<file path="src/fwpfs_params.svh">
// constants for the fifo write port, flags and serial offset block
`ifndef FWPFS_PARAMS_SVH
`define FWPFS_PARAMS_SVH

// ==========================================================
// register byte addresses
`define FWPFS_ADDR_STATUS 8'h00
`define FWPFS_ADDR_MASK 8'h04
`define FWPFS_ADDR_MODE 8'h08
`define FWPFS_ADDR_LEVEL 8'h0C
`define FWPFS_ADDR_OFFSETS 8'h10

// ==========================================================
// status and mask bit positions
`define FWPFS_EV_FULL 0
`define FWPFS_EV_ALMOST_FULL 1
`define FWPFS_EV_OVERFLOW 2
`define FWPFS_EV_SERIAL_LOAD 3
`define FWPFS_EV_N 4

// ==========================================================
// mode and offsets register bit positions
`define FWPFS_MODE_ASYNC 0
`define FWPFS_MODE_FALL_THROUGH_MODE 1
`define FWPFS_MODE_WIDTH 2
`define FWPFS_MODE_FSEL 4
`define FWPFS_OFS_AF_POS 16

// ==========================================================
// bus width codes and data widths
`define FWPFS_BW_36 2'b00
`define FWPFS_BW_18 2'b01
`define FWPFS_BW_9 2'b10
`define FWPFS_DATA_W 36
`define FWPFS_MASK_18 36'h00003FFFF
`define FWPFS_MASK_9 36'h0000001FF
`define FWPFS_MASK_36 36'hFFFFFFFFF

// ==========================================================
// preset offsets chosen by the default offset select pins
`define FWPFS_PRESET_0 7
`define FWPFS_PRESET_1 31
`define FWPFS_PRESET_2 63
`define FWPFS_PRESET_3 127

// ==========================================================
// mask reset value, default depth and offset width
`define FWPFS_MASK_RESET 4'h0
`define FWPFS_DEPTH 1024
`define FWPFS_OFS_W 10

`endif

</file>
<file path="src/fwpfs_pkg.sv">
// types for the fifo write port, flags and serial offset block
`default_nettype none

package fwpfs_pkg;

  // serial readback sequencer states, one-hot
  typedef enum logic [1:0] {
    FWPFS_SR_IDLE = 2'b01,
    FWPFS_SR_SHIFT = 2'b10
  } fwpfs_sr_state_e;

  // bus width selection code
  typedef logic [1:0] fwpfs_width_t;

endpackage

`default_nettype wire

</file>
<file path="src/fwpfs_sync.sv">
// two flip-flop synchroniser for pins from outside the clock domain
`timescale 1ns/1ns
`default_nettype none

module fwpfs_sync #(
  parameter int W = 1
) (
  // clock
  input wire logic i_sys_clk,
  // asynchronous pins and synchronised copy
  input wire logic [W-1:0] i_d,
  output logic [W-1:0] o_q
);

  logic [W-1:0] meta_reg;
  logic [W-1:0] q_reg;

  // first stage read only by the second
  always_ff @(posedge i_sys_clk) begin
    meta_reg <= i_d;
    q_reg <= meta_reg;
  end

  assign o_q = q_reg;

endmodule

`default_nettype wire

</file>
<file path="src/fwpfs_top.sv">
// fifo write port, full and almost-full flags, serial offset access
//
// Summary of operation
// readback enable low copies both offsets
// readback low shifts one bit per edge
// serial access only when select is zero
// async select at reset picks write mode
// async mode needs standard timing, enable low
// standard mode output shows memory full
// fall-through mode output shows input ready
// almost-full high while free exceeds offset
// load enable low shifts serial input in
// sync mode writes on enabled clock edge
// async mode writes on strobe rising edge
// chip select gates write data acceptance
// input width 36, 18 or 9 bits
// fall-through select at reset picks timing
// preset select at reset sets both offsets
// load and readback share order and length
//
// Design decisions made here: the address map and the address-and-strobe port.
`timescale 1ns/1ns
`default_nettype none
`include "fwpfs_params.svh"

module fwpfs_top
  import fwpfs_pkg::*;
#(
  parameter int DEPTH = `FWPFS_DEPTH,
  parameter int OFS_W = `FWPFS_OFS_W
) (
  // clock and reset
  input wire logic i_sys_clk,
  input wire logic i_rst,
  // write port pins
  input wire logic i_write_clk_strobe,
  input wire logic i_write_enable_n,
  input wire logic i_input_bus_select_n,
  input wire logic [`FWPFS_DATA_W-1:0] i_data,
  // mode pins sampled at reset
  input wire logic i_write_port_async_select,
  input wire logic i_fall_through_mode,
  input wire logic [1:0] i_default_offset_select,
  input wire logic [1:0] i_bus_width_select,
  // serial offset pins
  input wire logic i_shift_clk,
  input wire logic i_serial_load_enable_n,
  input wire logic i_serial_readback_enable_n,
  input wire logic i_scan_or_serial_select,
  input wire logic i_serial_in,
  output logic o_serial_out,
  // flag pins
  output logic o_full_or_ready_output_n,
  output logic o_almost_full_flag_n,
  // stored words toward memory, and words drained from it
  output logic o_word_valid,
  output logic [`FWPFS_DATA_W-1:0] o_word_data,
  input wire logic i_word_drained,
  // register port
  input wire logic [7:0] i_reg_addr,
  input wire logic [31:0] i_reg_wdata,
  input wire logic i_reg_write,
  input wire logic i_reg_read,
  output logic [31:0] o_reg_rdata,
  // interrupt
  output logic o_irq
);

  localparam int CNT_W = $clog2(DEPTH) + 1;
  localparam int SH_W = 2 * OFS_W;
  localparam logic [CNT_W-1:0] DEPTH_C = CNT_W'(DEPTH);

  // ==========================================================
  // pin synchronisers
  logic [13:0] pins_s;
  logic [`FWPFS_DATA_W-1:0] data_s;

  fwpfs_sync #(.W(14)) u_sync_pins (
    .i_sys_clk(i_sys_clk),
    .i_d({i_write_clk_strobe, i_write_enable_n, i_input_bus_select_n,
          i_write_port_async_select, i_fall_through_mode,
          i_default_offset_select, i_bus_width_select, i_shift_clk,
          i_serial_load_enable_n, i_serial_readback_enable_n,
          i_scan_or_serial_select, i_serial_in}),
    .o_q(pins_s)
  );

  fwpfs_sync #(.W(`FWPFS_DATA_W)) u_sync_data (
    .i_sys_clk(i_sys_clk),
    .i_d(i_data),
    .o_q(data_s)
  );

  logic wclk_s, wen_n_s, wcs_n_s, async_s, fall_through_mode_s;
  logic [1:0] fsel_s;
  fwpfs_width_t bw_s;
  logic sclk_s, serial_load_enable_n_s, serial_readback_enable_n_s, scan_or_serial_select_s, si_s;

  assign wclk_s = pins_s[13];
  assign wen_n_s = pins_s[12];
  assign wcs_n_s = pins_s[11];
  assign async_s = pins_s[10];
  assign fall_through_mode_s = pins_s[9];
  assign fsel_s = pins_s[8:7];
  assign bw_s = pins_s[6:5];
  assign sclk_s = pins_s[4];
  assign serial_load_enable_n_s = pins_s[3];
  assign serial_readback_enable_n_s = pins_s[2];
  assign scan_or_serial_select_s = pins_s[1];
  assign si_s = pins_s[0];

  // ==========================================================
  // edge finders on the sampled clocks
  logic wclk_prev_reg, sclk_prev_reg;
  logic wclk_rise, sclk_rise;

  always_ff @(posedge i_sys_clk) begin
    if (i_rst) begin
      wclk_prev_reg <= 1'b1;
      sclk_prev_reg <= 1'b1;
    end else begin
      wclk_prev_reg <= wclk_s;
      sclk_prev_reg <= sclk_s;
    end
  end

  assign wclk_rise = wclk_s & ~wclk_prev_reg;
  assign sclk_rise = sclk_s & ~sclk_prev_reg;

  // ==========================================================
  // mode capture while reset is held
  logic async_mode_reg, fall_through_mode_mode_reg;
  fwpfs_width_t width_reg;
  logic [1:0] fsel_reg;

  // latch strap pins
  always_ff @(posedge i_sys_clk) begin
    if (i_rst) begin
      async_mode_reg <= ~async_s;
      fall_through_mode_mode_reg <= fall_through_mode_s;
      width_reg <= bw_s;
      fsel_reg <= fsel_s;
    end
  end

  // ==========================================================
  // write acceptance
  logic wr_try, wr_accept, full;
  logic [CNT_W-1:0] count_reg;
  logic [`FWPFS_DATA_W-1:0] width_mask;

  assign full = (count_reg == DEPTH_C);

  // async relies on enable tied low, so it is ignored
  // edge, enable and chip select
  assign wr_try = wclk_rise & ~wcs_n_s & (async_mode_reg | ~wen_n_s);
  assign wr_accept = wr_try & ~full;

  // active input width
  always_comb begin
    case (width_reg)
      `FWPFS_BW_18: width_mask = `FWPFS_MASK_18;
      `FWPFS_BW_9: width_mask = `FWPFS_MASK_9;
      default: width_mask = `FWPFS_MASK_36;
    endcase
  end

  // stored word handed onward
  always_ff @(posedge i_sys_clk) begin
    if (i_rst) begin
      o_word_valid <= 1'b0;
      o_word_data <= 36'h000000000;
    end else begin
      o_word_valid <= wr_accept;
      if (wr_accept) begin
        o_word_data <= data_s & width_mask;
      end
    end
  end

  // ==========================================================
  // word count
  logic drain;
  assign drain = i_word_drained & (count_reg != '0);

  always_ff @(posedge i_sys_clk) begin
    if (i_rst) begin
      count_reg <= '0;
    end else if (wr_accept & ~drain) begin
      count_reg <= count_reg + 1'b1;
    end else if (drain & ~wr_accept) begin
      count_reg <= count_reg - 1'b1;
    end
  end

  // ==========================================================
  // offsets, serial load and readback
  logic [OFS_W-1:0] ae_ofs_reg, af_ofs_reg, preset;
  logic [SH_W-1:0] rb_sh_reg;
  fwpfs_sr_state_e sr_state_reg;
  logic serial_on, load_edge, rb_edge;

  // serial pins only act with select low
  assign serial_on = ~scan_or_serial_select_s;
  assign load_edge = serial_on & sclk_rise & ~serial_load_enable_n_s;
  assign rb_edge = serial_on & sclk_rise & ~serial_readback_enable_n_s;

  // preset table
  always_comb begin
    case (fsel_s)
      2'b00: preset = OFS_W'(`FWPFS_PRESET_0);
      2'b01: preset = OFS_W'(`FWPFS_PRESET_1);
      2'b10: preset = OFS_W'(`FWPFS_PRESET_2);
      default: preset = OFS_W'(`FWPFS_PRESET_3);
    endcase
  end

  // preset on reset, then serial shift in
  always_ff @(posedge i_sys_clk) begin
    if (i_rst) begin
      ae_ofs_reg <= preset;
      af_ofs_reg <= preset;
    end else if (load_edge) begin
      // shared chain, first bit ends at top
      {ae_ofs_reg, af_ofs_reg} <= {ae_ofs_reg[OFS_W-2:0], af_ofs_reg, si_s};
    end
  end

  // readback sequencer
  always_ff @(posedge i_sys_clk) begin
    if (i_rst) begin
      sr_state_reg <= FWPFS_SR_IDLE;
      rb_sh_reg <= '0;
      o_serial_out <= 1'b0;
    end else if (sclk_rise & (serial_readback_enable_n_s | ~serial_on)) begin
      sr_state_reg <= FWPFS_SR_IDLE;
    end else if (rb_edge) begin
      case (sr_state_reg)
        FWPFS_SR_IDLE: begin
          // top bit out first, same as load
          rb_sh_reg <= {ae_ofs_reg[OFS_W-2:0], af_ofs_reg, 1'b0};
          o_serial_out <= ae_ofs_reg[OFS_W-1];
          sr_state_reg <= FWPFS_SR_SHIFT;
        end
        FWPFS_SR_SHIFT: begin
          // next bit to send always sits on top
          rb_sh_reg <= {rb_sh_reg[SH_W-2:0], 1'b0};
          o_serial_out <= rb_sh_reg[SH_W-1];
        end
        default: sr_state_reg <= FWPFS_SR_IDLE;
      endcase
    end
  end

  // ==========================================================
  // flags
  logic [CNT_W-1:0] free;
  logic af_clear;
  assign free = DEPTH_C - count_reg;

  // free space above offset
  assign af_clear = (32'(free) > 32'(af_ofs_reg));

  always_ff @(posedge i_sys_clk) begin
    if (i_rst) begin
      o_full_or_ready_output_n <= 1'b1;
      o_almost_full_flag_n <= 1'b1;
    end else begin
      // full low, ready low
      o_full_or_ready_output_n <= fall_through_mode_mode_reg ? full : ~full;
      o_almost_full_flag_n <= af_clear;
    end
  end

  // ==========================================================
  // events and interrupt
  logic [`FWPFS_EV_N-1:0] status_reg, mask_reg, events;
  logic full_prev_reg, afull_prev_reg, status_rd;

  always_ff @(posedge i_sys_clk) begin
    if (i_rst) begin
      full_prev_reg <= 1'b0;
      afull_prev_reg <= 1'b0;
    end else begin
      full_prev_reg <= full;
      afull_prev_reg <= ~af_clear;
    end
  end

  always_comb begin
    events = '0;
    events[`FWPFS_EV_FULL] = full & ~full_prev_reg;
    events[`FWPFS_EV_ALMOST_FULL] = ~af_clear & ~afull_prev_reg;
    events[`FWPFS_EV_OVERFLOW] = wr_try & full;
    events[`FWPFS_EV_SERIAL_LOAD] = load_edge;
  end

  assign status_rd = i_reg_read & (i_reg_addr == `FWPFS_ADDR_STATUS);

  // sticky status, read clears, new event wins
  always_ff @(posedge i_sys_clk) begin
    if (i_rst) begin
      status_reg <= '0;
    end else begin
      status_reg <= (status_rd ? '0 : status_reg) | events;
    end
  end

  always_ff @(posedge i_sys_clk) begin
    if (i_rst) begin
      mask_reg <= `FWPFS_MASK_RESET;
    end else if (i_reg_write & (i_reg_addr == `FWPFS_ADDR_MASK)) begin
      mask_reg <= i_reg_wdata[`FWPFS_EV_N-1:0];
    end
  end

  always_ff @(posedge i_sys_clk) begin
    if (i_rst) begin
      o_irq <= 1'b0;
    end else begin
      o_irq <= |(status_reg & mask_reg);
    end
  end

  // ==========================================================
  // register read
  logic [31:0] rd_mux;

  always_comb begin
    rd_mux = 32'h00000000;
    case (i_reg_addr)
      `FWPFS_ADDR_STATUS: rd_mux[`FWPFS_EV_N-1:0] = status_reg;
      `FWPFS_ADDR_MASK: rd_mux[`FWPFS_EV_N-1:0] = mask_reg;
      `FWPFS_ADDR_MODE: begin
        rd_mux[`FWPFS_MODE_ASYNC] = async_mode_reg;
        rd_mux[`FWPFS_MODE_FALL_THROUGH_MODE] = fall_through_mode_mode_reg;
        rd_mux[`FWPFS_MODE_WIDTH +: 2] = width_reg;
        rd_mux[`FWPFS_MODE_FSEL +: 2] = fsel_reg;
      end
      `FWPFS_ADDR_LEVEL: rd_mux[CNT_W-1:0] = count_reg;
      `FWPFS_ADDR_OFFSETS: begin
        rd_mux[OFS_W-1:0] = ae_ofs_reg;
        rd_mux[`FWPFS_OFS_AF_POS +: OFS_W] = af_ofs_reg;
      end
      default: rd_mux = 32'h00000000;
    endcase
  end

  // read data one cycle after the strobe, zero otherwise
  always_ff @(posedge i_sys_clk) begin
    if (i_rst) begin
      o_reg_rdata <= 32'h00000000;
    end else begin
      o_reg_rdata <= i_reg_read ? rd_mux : 32'h00000000;
    end
  end

endmodule

`default_nettype wire

</file>
<file path="config.mk">
export PLATFORM = sky130hd
export DESIGN_NAME = fwpfs_top
export DESIGN_NICKNAME = d
export VERILOG_FILES = /design/src/fwpfs_pkg.sv /design/src/fwpfs_sync.sv /design/src/fwpfs_top.sv
export VERILOG_INCLUDE_DIRS = /design/src
export SDC_FILE = /design/constraint.sdc
export NUM_CORES = 1
export LEC_CHECK = 0
export BUFFER_PORTS_ARGS = -buffer_cell sky130_fd_sc_hd__buf_4
export CAP_MARGIN = 5
export CORE_ASPECT_RATIO = 1.4
export CORE_MARGIN = 2
export CORE_UTILIZATION = 25
export DETAILED_ROUTE_END_ITERATION = 8
export MAX_ROUTING_LAYER = met4
export PLACE_DENSITY = 0.47
export SYNTH_ARGS = -nofsm -noshare
export SYNTH_HDL_FRONTEND = slang
export SYNTH_HIERARCHICAL = 1
export SYNTH_SLANG_ARGS = --single-unit
</file>
<file path="constraint.sdc">
create_clock -name i_sys_clk -period 7.55 [get_ports i_sys_clk]
set_input_delay 0.755 -clock i_sys_clk [delete_from_list [all_inputs] [get_ports i_sys_clk]]
set_output_delay 0.755 -clock i_sys_clk [all_outputs]
set_load 0.02 [all_outputs]
</file>
==> flow_metrics.tcl <==
set metrics [dict create \
    post_cts_buffers 0 \
    grt_pass1_vias 5451 \
    max_freq_mhz 210 \
    drive_gt1_share_pct 22.7 \
    worstHoldStart "i_data[26]" \
    post-synth-top-area-cell "dfxtp_1" \
    crit_required_ns 7.94 \
    max_stage_delay_ns 0.49 \
    synth_common_cells "dfxtp_1 (206), nand2_1 (66), a21oi_1 (60)" \
    tns_ns 0 \
    synth_edf_count 26 \
    regArea_mm2 0.00490 \
    synthArstFlopShare_pct 0 \
    setup_viol 0 \
    synthDistinctLibCells 63 \
    dpl-instance-area_mm2 0.00936 \
    dieHeight_um 217 \
    htreeDepth 1 \
    cts-root-buf "clkbuf_16" \
    r2r-end "count_reg[9]" \
    die_area_mm2 0.0338 \
    firstDrtPassIters 4 \
    tritoncts "done" \
    cts_max_path_buffers 3 \
    initial_core_util_pct 25.5 \
    yosys_warnings 6 \
    ys.flop_type "dfxtp_1" \
    clk_latency_ns 0.55 \
    synth_top_family_by_area "simple AND/OR/NAND/NOR gates" \
    fin_ws_ns 2.78 \
    yosys.area_share.simple_pct 15.4 \
    slowest_stage "a2111oi_0" \
    cpMostUsedCell "ha_1" \
    ys_ff_latch 232 \
    max_cap_viol_count 0 \
    wire_per_inst_um 14.5 \
    fin_worst_skew_ns 0.0162 \
    cts_buffers 25 \
    clock_sinks 232 \
    grt-ovfl-total 0 \
    startpoint_type "register" \
    synth.area.top_cells "dfxtp_1 (51%), edfxtp_1 (9.7%), a21oi_1 (3.7%), ha_1 (3.7%), nand2_1 (3.1%)" \
    vias 5542 \
    drc 0 \
    area_delta_synth_final_pct 26.0 \
    grt_pass1_wl_mm 29.0 \
    synth_area_mm2 0.00809 \
    coreArea_mm2 0.0317 \
    hold_end "u_sync_data/meta_reg[26]" \
    period_share_pct 63.1 \
    period_needed_ns 4.77 \
    pin_count 168 \
    cp.arrival_ns 5.16 \
    gp_congestion 0.786 \
    max_slew.worst_pin.slew_ns 0.793 \
    pre_cts_ws_ns 2.64 \
    chipWidth_um 156 \
    grt_max_degree 73 \
    synth_xor_area_share_pct 1.52 \
    antenna_found_initial 0 \
    power_density_mw_per_mm2 313 \
    antenna_left 0 \
    num_antenna_cells 0 \
    nFillCells 3226 \
    finalHoldViolations 0 \
    avgSynthCellArea_um2 10.7 \
    path_max_fanout 38 \
    final_area_mm2 0.0102 \
    synth_mux_area_share_pct 3.81 \
    wl_mm 18.6 \
    multi_input_area_mm2 0.00290 \
    drt_iter0_markers 162 \
    syn_inst 753 \
    synth_compound_area_share_pct 10.5 \
    status "complete, no violations" \
    drv_slew 0 \
    hp-class "in -> reg" \
    vdd_drop_max_uv 161 \
    ys_seq_area_share_pct 60.6 \
    r2r_cells 15 \
    clk_pin_slew_ns 0.06 \
    synth_most_common_cell "dfxtp_1" \
    yosysTopAreaCellShare_pct 51.0 \
    hpwlAfterDp_mm 12.8 \
    io_buffers 128 \
    synth_fa_ha_area_share_pct 3.96 \
    reg2reg_slack_ns 2.78 \
    relSlewSlack_pct 47.1 \
    power_leakage_nw 4.03 \
    vias_per_cell 4.31 \
    rows 77 \
    cts_resized 0 \
    setup.worst_path.class "reg -> reg" \
    fin_nets 993 \
    hold_path_depth 1 \
    r2r-start "count_reg[0]" \
    path_cells "inv_1 -> ha_1 -> nor4b_4 -> nand4_2 -> nand2_1 -> buf_4 -> inv_2 -> ha_1 -> inv_1 -> ha_1 -> a2111oi_0 -> o211ai_1 -> a41oi_1 -> xor2_1 -> o31ai_1" \
    rsz0062_at_grt "false" \
    ctsHoldBuffers 0 \
    track_usage_pct 11.1 \
    worstSetupEndpointType "register" \
]
## cells by family (layout without fill, tap and decap cells)
family	count (synthesis)	in the layout
other	1	11
buffers and inverters	70	198
xor gates and xnor gates	14	14
AOI/OAI and AO/OA	139	139
DFF	232	232
muxes	30	30
adders and majority gates	25	25
and+or+nand+nor	242	242
## layout make-up
cell class | instances | area share, %
Clock buffer | 32 | 6.99
Tap cell | 395 | 4.85
Timing Repair Buffer | 132 | 9.72
Multi-Input combinational cell | 461 | 28.4
Clock inverter | 13 | 1.17
Inverter | 21 | 0.773
Sequential cell | 232 | 48.1
## critical path: cells and delay by family, from the launching register on
family	cells	cell delay, ns
flops	1	0.40
compound gates	4	1.09
buf+inv	4	1.27
simple gates	3	0.63
fa+ha+maj	3	0.98
xor+xnor	1	0.17
## per-stage QoR
stage	cells	hold WS [ns]	util, %	total power, mW
finish	1286	0.305	32.2	3.20
global route	1286	0.274	32.2	3.39
CTS	1286	0.274	32.2	3.26
detailed placement	1241	0.312	29.5	2.01
global placement	1241	0.310	29.5	2.01
floorplan	763	0.310	-	1.85
## report_power, final
group,internal [mW],switching (mW)
Clock,0.710,0.510
Sequential,1.32,0.0685
Combinational,0.262,0.325
## placed cells by master (no fill, tap or decap), types with 3 or more instances in the layout
master     instances
nor3b_1            5
nor2_1            58
buf_4            132
a211oi_1          20
conb_1            11
mux2_2             6
dfxtp_1          206
mux2i_1           24
a21oi_1           60
a22o_1             4
o21ai_0           23
nor2b_1            8
nor4_1             4
ha_1              24
o211ai_1           7
a22oi_1            9
nand3b_1          14
or2_2              9
xor2_1             7
inv_4              4
nand3_1           31
inv_1             20
clkbuf_16         26
and3_1             3
nand2_1           66
nand2b_1           4
a21o_1             5
clkinv_2           5
edfxtp_1          26
clkbuf_8           4
xnor2_1            7
nor3_1            16
## metal layers
layer	global-route usage, %	vias to the layer above	wire length [um]
met5	-	-	0
met4	3.82	0	412
met3	2.85	26	1100
met2	19.8	108	9520
met1	11.9	2568	7600
li1	-	2840	-
## worst max path at each step
stage,from,endpoint,slack (ns),cells after the start
after floorplan,count_reg[0],count_reg[9],4.13,15
after global placement,count_reg[0],count_reg[9],2.71,15
after detailed placement,count_reg[0],count_reg[9],2.64,15
after CTS,count_reg[0],count_reg[9],2.61,15
after global routing,count_reg[0],count_reg[9],2.26,15
final,count_reg[0],count_reg[9],2.78,15
Note: power is estimated with default switching activity, not from simulation.
